--- config.mk ---
export PLATFORM = sky130hd
export DESIGN_NAME = cdl_rx_front
export DESIGN_NICKNAME = d
export VERILOG_FILES = /design/src/logic/cdl_pkg.sv /design/src/logic/cdl_rx_front.sv
export SDC_FILE = /design/constraint.sdc
export NUM_CORES = 1
export LEC_CHECK = 0
export ABC_AREA = 1
export BUFFER_PORTS_ARGS = -buffer_cell sky130_fd_sc_hd__buf_2
export CORE_ASPECT_RATIO = 1.75
export CORE_MARGIN = 8
export CORE_UTILIZATION = 30
export CTS_BUF_LIST = sky130_fd_sc_hd__clkbuf_8
export DETAILED_ROUTE_END_ITERATION = 10
export GPL_ROUTABILITY_DRIVEN = 1
export HOLD_SLACK_MARGIN = 0.05
export PLACE_DENSITY_LB_ADDON = 0.08
export REMOVE_ABC_BUFFERS = 1
export SLEW_MARGIN = 20
export SYNTH_ARGS = -nofsm -noshare
export SYNTH_HDL_FRONTEND = slang
export SYNTH_SLANG_ARGS = --single-unit
--- constraint.sdc ---
create_clock -name clk -period 1.45 [get_ports clk]
set_input_delay 0.145 -clock clk [delete_from_list [all_inputs] [get_ports clk]]
set_output_delay 0.145 -clock clk [all_outputs]
set_load 0.01 [all_outputs]
--- src/logic/cdl_pkg.sv ---
// Package with register map, field positions and types of the receive front end
package cdl_pkg;

   localparam int unsigned  ADDR_W        = 8;
   localparam int unsigned  DATA_W        = 32;
   localparam int unsigned  WORD_MAX      = 10;
   localparam int unsigned  CNT_W         = 4;
   localparam int unsigned  BITS_PER_CLK  = 2;
   localparam int unsigned  IRQ_W         = 3;

   localparam int unsigned  CLK_HZ        = 50_000_000;
   localparam int unsigned  CLK_PERIOD_NS = 1_000_000_000 / CLK_HZ;

   localparam logic [ADDR_W-1:0] OFF_CTRL     = 8'h00;
   localparam logic [ADDR_W-1:0] OFF_STATUS   = 8'h04;
   localparam logic [ADDR_W-1:0] OFF_IRQ_STAT = 8'h08;
   localparam logic [ADDR_W-1:0] OFF_IRQ_MASK = 8'h0C;
   localparam logic [ADDR_W-1:0] OFF_WORD     = 8'h10;

   localparam int unsigned  CTRL_CODEC_EN  = 0;
   localparam int unsigned  CTRL_PIPE_MODE = 1;
   localparam int unsigned  CTRL_MANUAL_EN = 2;
   localparam int unsigned  CTRL_WIDTH10   = 3;
   localparam int unsigned  CTRL_DESER_EN  = 4;
   localparam int unsigned  CTRL_W         = 5;
   localparam logic [CTRL_W-1:0] CTRL_RESET = 5'h11;

   localparam int unsigned  ST_ACTIVITY   = 0;
   localparam int unsigned  ST_LOCKED     = 1;
   localparam int unsigned  ST_DATA_TRACK = 2;

   localparam int unsigned  IRQ_LOCK_GAIN = 0;
   localparam int unsigned  IRQ_LOCK_LOSS = 1;
   localparam int unsigned  IRQ_ACT_CHG   = 2;
   localparam logic [IRQ_W-1:0] IRQ_MASK_RESET = 3'h0;

   localparam logic [CNT_W-1:0] WIDTH_8  = 4'h8;
   localparam logic [CNT_W-1:0] WIDTH_10 = 4'hA;

   typedef enum logic {
      CDL_REFERENCE_TRACKING_STATE = 1'b0,
      CDL_DATA_TRACKING_STATE      = 1'b1
   } cdl_cdr_state_t;

   typedef struct packed {
      logic                psel;
      logic                penable;
      logic                pwrite;
      logic [ADDR_W-1:0]   paddr;
      logic [DATA_W-1:0]   pwdata;
   } cdl_apb_req_t;

   typedef struct packed {
      logic                pready;
      logic [DATA_W-1:0]   prdata;
      logic                pslverr;
   } cdl_apb_rsp_t;

endpackage : cdl_pkg

--- src/logic/cdl_rx_front.sv ---
// Receive front end: signal detect, clock recovery lock control, deserializer, APB registers
//
// Summary of operation
// - Line activity output follows the threshold detector's valid-signal indication.
// - Without the line code enabled, line activity is held high constantly.
// - Deserializer runs on the fast recovered clock domain, words go to coding logic.
// - Reference tracking disables phase detector; data tracking enables it.
// - Reset places clock recovery in reference tracking.
// - Automatic mode enters data tracking when frequency in range and detect met.
// - Automatic mode leaves data tracking on frequency out of range or detect lost.
// - Signal detect joins automatic transitions only in PIPE mode.
// - Automatic mode lock indicator rises entering and falls leaving data tracking.
// - Manual mode state follows the force-reference and force-data input levels.
// - Manual mode lock indicator is high exactly in data tracking.
// - With manual inputs not enabled, the controller runs in automatic mode.
// - Deserializer builds parallel words of 8 or 10 bits.
// - First received bit of a word is its least significant bit.
// - Two bits are captured per fast clock, one per clock edge; here both come in on a two-bit input sampled at the rising edge.
//
// Chosen here: the address map and the APB interface to the registers.
`timescale 1ns/100ps

module cdl_rx_front #(
   parameter int unsigned WORD_W = cdl_pkg::WORD_MAX
) (
   input  wire logic                               clk,
   input  wire logic                               resetn,
   input  wire logic                               ce,
   input  wire cdl_pkg::cdl_apb_req_t              apb_req,
   output      cdl_pkg::cdl_apb_rsp_t              apb_rsp,
   input  wire logic                               signal_level_ok,
   input  wire logic                               ppm_in_range,
   input  wire logic                               force_ref_lock,
   input  wire logic                               force_data_lock,
   input  wire logic [cdl_pkg::BITS_PER_CLK-1:0]   serial_bits,
   output      logic                               line_activity,
   output      logic                               freq_locked,
   output      logic                               phase_det_en,
   output      logic [WORD_W-1:0]                  rx_word,
   output      logic                               rx_word_valid,
   output      logic                               irq
);

   typedef struct packed {
      cdl_pkg::cdl_apb_rsp_t         rsp;
      logic [cdl_pkg::CTRL_W-1:0]    ctrl;
      logic [cdl_pkg::IRQ_W-1:0]     irq_stat;
      logic [cdl_pkg::IRQ_W-1:0]     irq_mask;
      cdl_pkg::cdl_cdr_state_t       cdr;
      logic                          activity;
      logic                          locked;
      logic                          pd_en;
      logic [WORD_W-1:0]             shift;
      logic [cdl_pkg::CNT_W-1:0]     cnt;
      logic [WORD_W-1:0]             word;
      logic                          word_valid;
      logic                          irq;
   } cdl_state_t;

   cdl_state_t state;
   cdl_state_t next_state;

   function automatic logic cdl_hit(
      input logic [cdl_pkg::ADDR_W-1:0] addr,
      input logic [cdl_pkg::ADDR_W-1:0] off
   );
      cdl_hit = (addr == off);
   endfunction : cdl_hit

   function automatic logic cdl_mapped(
      input logic [cdl_pkg::ADDR_W-1:0] addr
   );
      cdl_mapped = cdl_hit(addr, cdl_pkg::OFF_CTRL)
                 | cdl_hit(addr, cdl_pkg::OFF_STATUS)
                 | cdl_hit(addr, cdl_pkg::OFF_IRQ_STAT)
                 | cdl_hit(addr, cdl_pkg::OFF_IRQ_MASK)
                 | cdl_hit(addr, cdl_pkg::OFF_WORD);
   endfunction : cdl_mapped

   logic                         setup_done;
   logic                         commit;
   logic                         wr_commit;
   logic                         stat_read;
   logic                         codec_en;
   logic                         pipe_mode;
   logic                         manual_en;
   logic                         next_activity;
   logic                         sd_ok;
   logic                         width10;
   logic [cdl_pkg::CNT_W-1:0]    width;
   logic [cdl_pkg::CNT_W-1:0]    cnt_next;
   logic [WORD_W-1:0]            shift_acc;
   logic [cdl_pkg::IRQ_W-1:0]    events;
   logic [cdl_pkg::DATA_W-1:0]   rdata;

   always_comb begin
      next_state = state;
      codec_en   = state.ctrl[cdl_pkg::CTRL_CODEC_EN];
      pipe_mode  = state.ctrl[cdl_pkg::CTRL_PIPE_MODE];
      manual_en  = state.ctrl[cdl_pkg::CTRL_MANUAL_EN];
      width10    = state.ctrl[cdl_pkg::CTRL_WIDTH10];
      width      = width10 ? cdl_pkg::WIDTH_10 : cdl_pkg::WIDTH_8;
      events     = '0;
      rdata      = '0;
      shift_acc  = state.shift;
      cnt_next   = state.cnt;

      // Bus access phase; one wait state, commit on the pready edge
      setup_done = apb_req.psel & apb_req.penable & ~state.rsp.pready;
      commit     = apb_req.psel & apb_req.penable & state.rsp.pready;
      wr_commit  = commit & apb_req.pwrite & ~state.rsp.pslverr;
      stat_read  = commit & ~apb_req.pwrite
                 & cdl_hit(apb_req.paddr, cdl_pkg::OFF_IRQ_STAT);

      // Signal detect qualifier
      if (codec_en) begin
         next_activity = signal_level_ok;
      end else begin
         next_activity = 1'b1;
      end
      next_state.activity = next_activity;

      // Detect condition counts only in PIPE mode
      sd_ok = pipe_mode ? next_activity : 1'b1;

      // Lock controller
      if (manual_en) begin
         if (force_ref_lock) begin
            next_state.cdr = cdl_pkg::CDL_REFERENCE_TRACKING_STATE;
         end else if (force_data_lock) begin
            next_state.cdr = cdl_pkg::CDL_DATA_TRACKING_STATE;
         end else begin
            next_state.cdr = cdl_pkg::CDL_REFERENCE_TRACKING_STATE;
         end
      end else begin
         case (state.cdr)
            cdl_pkg::CDL_REFERENCE_TRACKING_STATE: begin
               if (ppm_in_range && sd_ok) begin
                  next_state.cdr = cdl_pkg::CDL_DATA_TRACKING_STATE;
               end
            end
            cdl_pkg::CDL_DATA_TRACKING_STATE: begin
               if (!ppm_in_range || !sd_ok) begin
                  next_state.cdr = cdl_pkg::CDL_REFERENCE_TRACKING_STATE;
               end
            end
            default: begin
               next_state.cdr = cdl_pkg::CDL_REFERENCE_TRACKING_STATE;
            end
         endcase
      end

      // Lock indicator and phase detector follow the state
      next_state.locked = (next_state.cdr == cdl_pkg::CDL_DATA_TRACKING_STATE);
      next_state.pd_en  = (next_state.cdr == cdl_pkg::CDL_DATA_TRACKING_STATE);

      events[cdl_pkg::IRQ_LOCK_GAIN] = next_state.locked & ~state.locked;
      events[cdl_pkg::IRQ_LOCK_LOSS] = ~next_state.locked & state.locked;
      events[cdl_pkg::IRQ_ACT_CHG]   = next_activity ^ state.activity;

      // Deserializer: two bits per clock, earlier bit into lower position
      next_state.word_valid = 1'b0;
      if (state.ctrl[cdl_pkg::CTRL_DESER_EN]) begin
         for (int i = 0; i < int'(cdl_pkg::BITS_PER_CLK); i++) begin
            shift_acc[cdl_pkg::CNT_W'(state.cnt + cdl_pkg::CNT_W'(i))] =
               serial_bits[i];
         end
         cnt_next = cdl_pkg::CNT_W'(state.cnt + cdl_pkg::CNT_W'(cdl_pkg::BITS_PER_CLK));
         if (cnt_next >= width) begin
            next_state.word       = shift_acc;
            next_state.word_valid = 1'b1;
            next_state.shift      = '0;
            next_state.cnt        = '0;
         end else begin
            next_state.shift      = shift_acc;
            next_state.cnt        = cnt_next;
         end
         if (!width10) begin
            next_state.word[WORD_W-1:cdl_pkg::WIDTH_8] = '0;
         end
      end else begin
         next_state.shift = '0;
         next_state.cnt   = '0;
      end

      // Read data mux
      if (cdl_hit(apb_req.paddr, cdl_pkg::OFF_CTRL)) begin
         rdata[cdl_pkg::CTRL_W-1:0] = state.ctrl;
      end else if (cdl_hit(apb_req.paddr, cdl_pkg::OFF_STATUS)) begin
         rdata[cdl_pkg::ST_ACTIVITY]   = state.activity;
         rdata[cdl_pkg::ST_LOCKED]     = state.locked;
         rdata[cdl_pkg::ST_DATA_TRACK] = state.cdr;
      end else if (cdl_hit(apb_req.paddr, cdl_pkg::OFF_IRQ_STAT)) begin
         rdata[cdl_pkg::IRQ_W-1:0] = state.irq_stat;
      end else if (cdl_hit(apb_req.paddr, cdl_pkg::OFF_IRQ_MASK)) begin
         rdata[cdl_pkg::IRQ_W-1:0] = state.irq_mask;
      end else if (cdl_hit(apb_req.paddr, cdl_pkg::OFF_WORD)) begin
         rdata[WORD_W-1:0] = state.word;
      end

      // Bus response
      if (setup_done) begin
         next_state.rsp.pready  = 1'b1;
         next_state.rsp.pslverr = ~cdl_mapped(apb_req.paddr);
         next_state.rsp.prdata  = apb_req.pwrite ? '0 : rdata;
      end else begin
         next_state.rsp.pready  = 1'b0;
         next_state.rsp.pslverr = 1'b0;
      end

      // Register writes
      if (wr_commit && cdl_hit(apb_req.paddr, cdl_pkg::OFF_CTRL)) begin
         next_state.ctrl = apb_req.pwdata[cdl_pkg::CTRL_W-1:0];
      end
      if (wr_commit && cdl_hit(apb_req.paddr, cdl_pkg::OFF_IRQ_MASK)) begin
         next_state.irq_mask = apb_req.pwdata[cdl_pkg::IRQ_W-1:0];
      end

      // Sticky status, read clears only the bits reported, new event wins
      next_state.irq_stat = (stat_read ? (state.irq_stat & ~state.rsp.prdata[cdl_pkg::IRQ_W-1:0])
                                       : state.irq_stat) | events;
      next_state.irq      = |(next_state.irq_stat & next_state.irq_mask);
   end

   always_ff @(posedge clk or negedge resetn) begin
      if (!resetn) begin
         state.rsp.pready  <= 1'b0;
         state.rsp.prdata  <= '0;
         state.rsp.pslverr <= 1'b0;
         state.ctrl        <= cdl_pkg::CTRL_RESET;
         state.irq_stat    <= '0;
         state.irq_mask    <= cdl_pkg::IRQ_MASK_RESET;
         state.cdr         <= cdl_pkg::CDL_REFERENCE_TRACKING_STATE;
         state.activity    <= 1'b1;
         state.locked      <= 1'b0;
         state.pd_en       <= 1'b0;
         state.shift       <= '0;
         state.cnt         <= '0;
         state.word        <= '0;
         state.word_valid  <= 1'b0;
         state.irq         <= 1'b0;
      end else if (ce) begin
         state <= next_state;
      end
   end

   assign apb_rsp       = state.rsp;
   assign line_activity = state.activity;
   assign freq_locked   = state.locked;
   assign phase_det_en  = state.pd_en;
   assign rx_word       = state.word;
   assign rx_word_valid = state.word_valid;
   assign irq           = state.irq;

endmodule : cdl_rx_front

# ---- Word level (Yosys, flattened, before mapping)
# Cells that the tools add are included.
dict set report totals {
  regBits 73
  input_bits 52
  output_inout_bits 49
  word_cells 98
}
dict set report classes {
  addsub 2
  magnitude_cmp 5
  n_eq_ne 5
  mux 34
  bitwise_logic 24
  reduce_logical 14
}
# cell count
set op_table {}
lappend op_table {{14-bit two-way mux} 2}
lappend op_table {{7-bit two-way mux} 3}
lappend op_table {{10-bit bitwise mux} 2}
lappend op_table {{10-bit two-way mux} 2}
lappend op_table {{8-bit by 4-bit == test with 1-bit output (second input constant)} 2}
lappend op_table {{3-bit two-way mux} 5}
lappend op_table {{1-bit two-way mux} 12}
lappend op_table {{11-bit two-way mux} 1}
lappend op_table {{4-bit by 5-bit < comparator with 1-bit output (second input constant)} 2}
lappend op_table {{5-bit two-way mux} 2}
lappend op_table {{1-bit AND} 9}
lappend op_table {{1-bit demux with 4-bit select} 2}
lappend op_table {{8-bit by 3-bit == test with 1-bit output (second input constant)} 1}
lappend op_table {{8-bit by 5-bit == test with 1-bit output (second input constant)} 1}
lappend op_table {{4-bit by 1-bit greater-or-equal comparator with 1-bit output (second input constant)} 2}
lappend op_table {{8-bit logical NOT} 1}
lappend op_table {{3-bit AND} 2}
lappend op_table {{1-bit NOT} 6}
lappend op_table {{3-bit AND reduction} 2}
lappend op_table {{1-bit logical AND} 5}
lappend op_table {{4-bit by 1-bit adder with 4-bit output (second input constant)} 1}
lappend op_table {{4-bit by 2-bit adder with 4-bit output (second input constant)} 1}
lappend op_table {{4-bit greater-or-equal comparator} 1}
lappend op_table {{2-bit two-way mux} 2}
lappend op_table {{other kinds (10)} 15}

# ---- Depth between registers and ports, before layout
dict set report depth {
  depth_word 12
  ltp_mapped 11
  depth_no_buf 11
}

# ---- Worst setup path before layout
# Ideal clock, no wire load.
dict set report synth_path {
  path_kind {flip-flop to flip-flop}
  start {register state[13] (netlist bit)}
  end {register state (netlist bit rx_word[2])}
  setup_ps 124
  arrival_time_ps 1372
  t_required_ps 1326
  path_slack_ps -46
  path_stages_with_launch 10
  path_buffers 1
  synth_period_minus_slack_ps 1496
  cell_sequence {dfrtp_1 -> ha_1 -> nor2_1 -> nand2_1 -> nand2_1 -> nor2_4 -> inv_2 -> buf_2 -> nand2_1 -> o21ai_1}
}
dict set report synth_between {
  elab_chain_cells 6
  word_cells_on_any_way 16
  classes_between {2 x add/sub; 5 x order compare; 6 x mux; 3 x reduce/logical}
}
# item line
set synth_lines {}
lappend synth_lines {{start: declaration} cdl_rx_front.sv:60} ;# cdl_state_t state;
lappend synth_lines {{start signal: assignment} cdl_rx_front.sv:243} ;# state <= next_state;
lappend synth_lines {{4-bit by 1-bit adder with 4-bit output, or another cell as far along} cdl_rx_front.sv:165} ;# shift_acc[cdl_pkg::CNT_W'(state.cnt + cdl_pkg::CNT_W'(i))] =
lappend synth_lines {{4-bit by 5-bit < comparator with 1-bit output (implied by the code), or another cell as far along} cdl_rx_front.sv:165}
lappend synth_lines {{1-bit logical AND (implied by the code) or 1-bit two-way mux (tied branches)} cdl_rx_front.sv:165}
lappend synth_lines {{1-bit two-way mux (implied by the code) or 1-bit demux with 4-bit select (tied branches)} cdl_rx_front.sv:165}
lappend synth_lines {{1-bit demux with 4-bit select or 10-bit bitwise mux (tied branches)} cdl_rx_front.sv:165}
lappend synth_lines {{10-bit bitwise mux} cdl_rx_front.sv:165}
# Parallel ways exist; a longest one is shown, timed or not.
# A chain may end at the register's enable or synchronous reset.

# ---- Worst setup path in the final report
dict set report layout_path {
  start {register state[13] (netlist bit)}
  end {register state[20] (netlist bit)}
}
dict set report layout_between {
  elab_chain_cells 8
  word_cells_on_any_way 17
  classes_between {2 x add/sub; 5 x order compare; 8 x mux; 2 x reduce/logical}
}
# item line
set layout_lines {}
lappend layout_lines {{4-bit by 1-bit adder with 4-bit output, or another cell as far along} cdl_rx_front.sv:165}
lappend layout_lines {{4-bit by 5-bit < comparator with 1-bit output (implied by the code), or another cell as far along} cdl_rx_front.sv:165}
lappend layout_lines {{1-bit logical AND (implied by the code) or 1-bit two-way mux (tied branches)} cdl_rx_front.sv:165}
lappend layout_lines {{1-bit two-way mux (implied by the code) or 1-bit demux with 4-bit select (tied branches)} cdl_rx_front.sv:165}
lappend layout_lines {{1-bit demux with 4-bit select or 10-bit bitwise mux (tied branches)} cdl_rx_front.sv:165}
lappend layout_lines {{10-bit bitwise mux} cdl_rx_front.sv:165}
lappend layout_lines {{14-bit two-way mux *} cdl_rx_front.sv:169} ;# if (cnt_next >= width) begin
lappend layout_lines {{14-bit two-way mux *} cdl_rx_front.sv:163} ;# if (state.ctrl[cdl_pkg::CTRL_DESER_EN]) begin
# Mark *: on every way between the ends. The rest lies on a longest branch, timed or not.

==> impl_results.md <==
* Setup WS post-layout at -0.0675 ns
* Core Util, Final at 0.372
* Crit path launch type: flip-flop
* Layout Nets at 495
* Cells after synthesis at 376
* Initial drt markers at 97
* Distinct cells, synth at 32
* ANT nets after route at 0
* GR Util All Layers at 0.133
* Initial antenna violation count at 0
* Vias at 2,505
* CP required at 1.64 ns
* CTS tree: yes
* Remaining global-route overflow at 0
* Clock tree buffer depth at 2
* Number of enable flip-flop cells after synthesis at 0
* Met2 wire length at 5120 um
* Fmax achieved at 0.659 GHz
* Gp weighted congestion at 0.803
* Setup crit end kind: flip-flop
* Most frequent cells in the layout: nand2_1 (98), buf_2 (51), dfrtp_1 (47)
* Met1 Wirelength at 3040 um
* Filler instances at 1,032
* Sink Count at 50
* Peak supply drop at 0.000432 V
* DRT Pass-1 Iters at 5
* Clock latency on the worst-skew pair at 0.31 ns
* Commonest non-fill, non-tap cell in the layout: nand2_1
* Cell row count at 47
* Initial core utilization at 0.308
* Reg clk slew, reported paths at 0.09 ns
* Tot Pwr at 2.67 mW
* Area grow syn2layout at 20.5%
* Ys Warns at 0
* Top_reg_cell synth: dfrtp_1
* Status: complete, but fails checks
* Wirelength per Cell at 15.4 um
* RSZ-0062 raised after global routing: true
* Met3 Wirelength at 288 um
* Hold violation total from the final report at 0
* Flop and latch count out of synthesis at 50
* DRC viols at 0
* Crit-path max FO at 4
* Die Wd at 90.3 um
* Die H at 146 um
* Leak Pwr at 1.83 nW
* DP Wirelength at 6860 um
* Fin crit share at 1.05
* Post-synth ARST share at 1.00
* Register-to-register setup slack at -0.07 ns
* Number of diodes at 0
* Setup tns final at -0.434 ns
* Tmin final at 1.52 ns
* Power density over the cells at 765 nW/um^2
* Core Footprint at 9410 um^2
* Max Slew Vio Count at 0
* Maxcap violations at 0
* Highest metal used: met4
* CP Class: flip-flop to flip-flop
* CTS Root Cell: clkbuf_8
* Dpl ws at -0.171 ns
* Final Skew at 0.00907 ns
* Number of buffers created by CTS at 5
* Die area at 13,200 um^2
* Final setup violation count at 19
* Hold Crit Class: input port to flip-flop
* Syn Area/Cell at 7.71 um^2
* Port bufs at 51
* Via/cell ratio at 4.44
* Failing checks: negative setup slack
* Post-synthesis sequential area ratio at 0.433
* Largest net degree at the start of global routing at 51
* Drt total wl at 8670 um
* First-pass GRT wire length at 13,900 um
* Vias in the first global route at 2,712
* Ports at 101
* Layout cells sized above 1 at 0.301
* H-tree levels at 2
* Post-synthesis cell area at 2900 um^2
* Arrival @ worst endpoint at 1.71 ns
## repair_timing
action / in CTS / in global routing
hold buffers: 1 / 0
pin swaps: 6 / 6
buffers inserted: 3 / 1
resized for setup: 16 / 20
setup endpoints to repair: 27 / 26
hold endpoints to repair: 47 / 0
## through the flow
stage,area [um^2],cells,hold slack [ns]
2_1_floorplan,2620,347,-0.151
3_3_place_gp,3280,552,0.159
3_5_place_dp,3280,552,0.165
4_1_cts,3450,564,0.0723
5_1_grt,3500,564,0.0695
6_report,3500,564,0.0851
## final timing paths
| check | start | end | cells past startpoint |
|---|---|---|---|
| max reg2reg | state[13]$_DFFE_PN0P_ | state[20]$_DFFE_PN0P_ | 8 |
| min in group asynchronous | resetn | apb_rsp[10]$_DFFE_PN0P_ | 3 |
| min | apb_req[4] | state[40]$_DFFE_PN1P_ | 2 |
| max | state[13]$_DFFE_PN0P_ | state[20]$_DFFE_PN0P_ | 8 |
| max in group asynchronous | resetn | line_activity$_DFFE_PN1P_ | 3 |
| min reg2reg | rx_word_valid$_DFFE_PN0P_ | rx_word_valid$_DFFE_PN0P_ | 2 |
## worst max-delay path, cell delays in order, from the launching register on
cell,delay [ns]
dfrtp_1,0.43
ha_1,0.29
nor2_1,0.04
nand2_1,0.09
nand2_2,0.10
nand2_2,0.12
buf_6,0.12
inv_4,0.04
a22o_1,0.18
## final cells by class
| cell class | count | area, um^2 | share of cell area |
|---|---|---|---|
| clock buffer | 6 | 82.6 | 0.0236 |
| clock inverter | 2 | 8.76 | 0.00251 |
| inverter | 41 | 163 | 0.0465 |
| multi-input combinational | 256 | 1290 | 0.368 |
| sequential | 50 | 1250 | 0.359 |
| tap | 122 | 153 | 0.0437 |
| timing repair buffer | 87 | 548 | 0.157 |
## cells by family after synthesis
logic type	synth area share
mux	0.00518
buf+inv	0.177
simple gates	0.254
compound gates	0.115
fa+ha+maj	0.00863
other cells	0.00129
xor+xnor	0.00604
flops	0.433
## synthesized netlist by cell type (2+ instances only)
cell	n	area, um^2
nand2_1	106	398
dfrtp_1	47	1180
buf_4	45	338
inv_1	34	128
o21ai_0	24	120
nand3_1	23	115
nor2_1	23	86.3
o21ai_1	13	65.1
a21oi_1	9	45.0
o22ai_1	6	37.5
inv_2	5	18.8
nand4_1	5	31.3
nor2_2	4	25.0
a31oi_1	3	18.8
clkbuf_1	3	11.3
dfstp_2	3	78.8
o31ai_1	3	22.5
a22o_1	2	17.5
buf_2	2	10.0
ha_1	2	25.0
nor2_4	2	22.5
xor2_1	2	17.5
## state kept, by name, indices dropped and copies added, names as in the netlist
signal and flops:
apb_rsp 12, codec_en 1, irq 1, line_activity 1
manual_en 1, phase_det_en 1, pipe_mode 1, rx_word 10
rx_word_valid 1, state 21
## layer usage
layer	track usage	vias up
li1	-	1268
met1	0.122	1176
met2	0.268	50
met3	0.0257	11
met4	0.0637	0
met5	0	-
## power by group
group / internal, mW / switching (mW) / leakage, nW
combinational: 0.124 / 0.235 / 1.14
clock: 0.379 / 0.467 / 0.0524
sequential: 1.43 / 0.0332 / 0.637
Power figures use the tool's default switching activity.
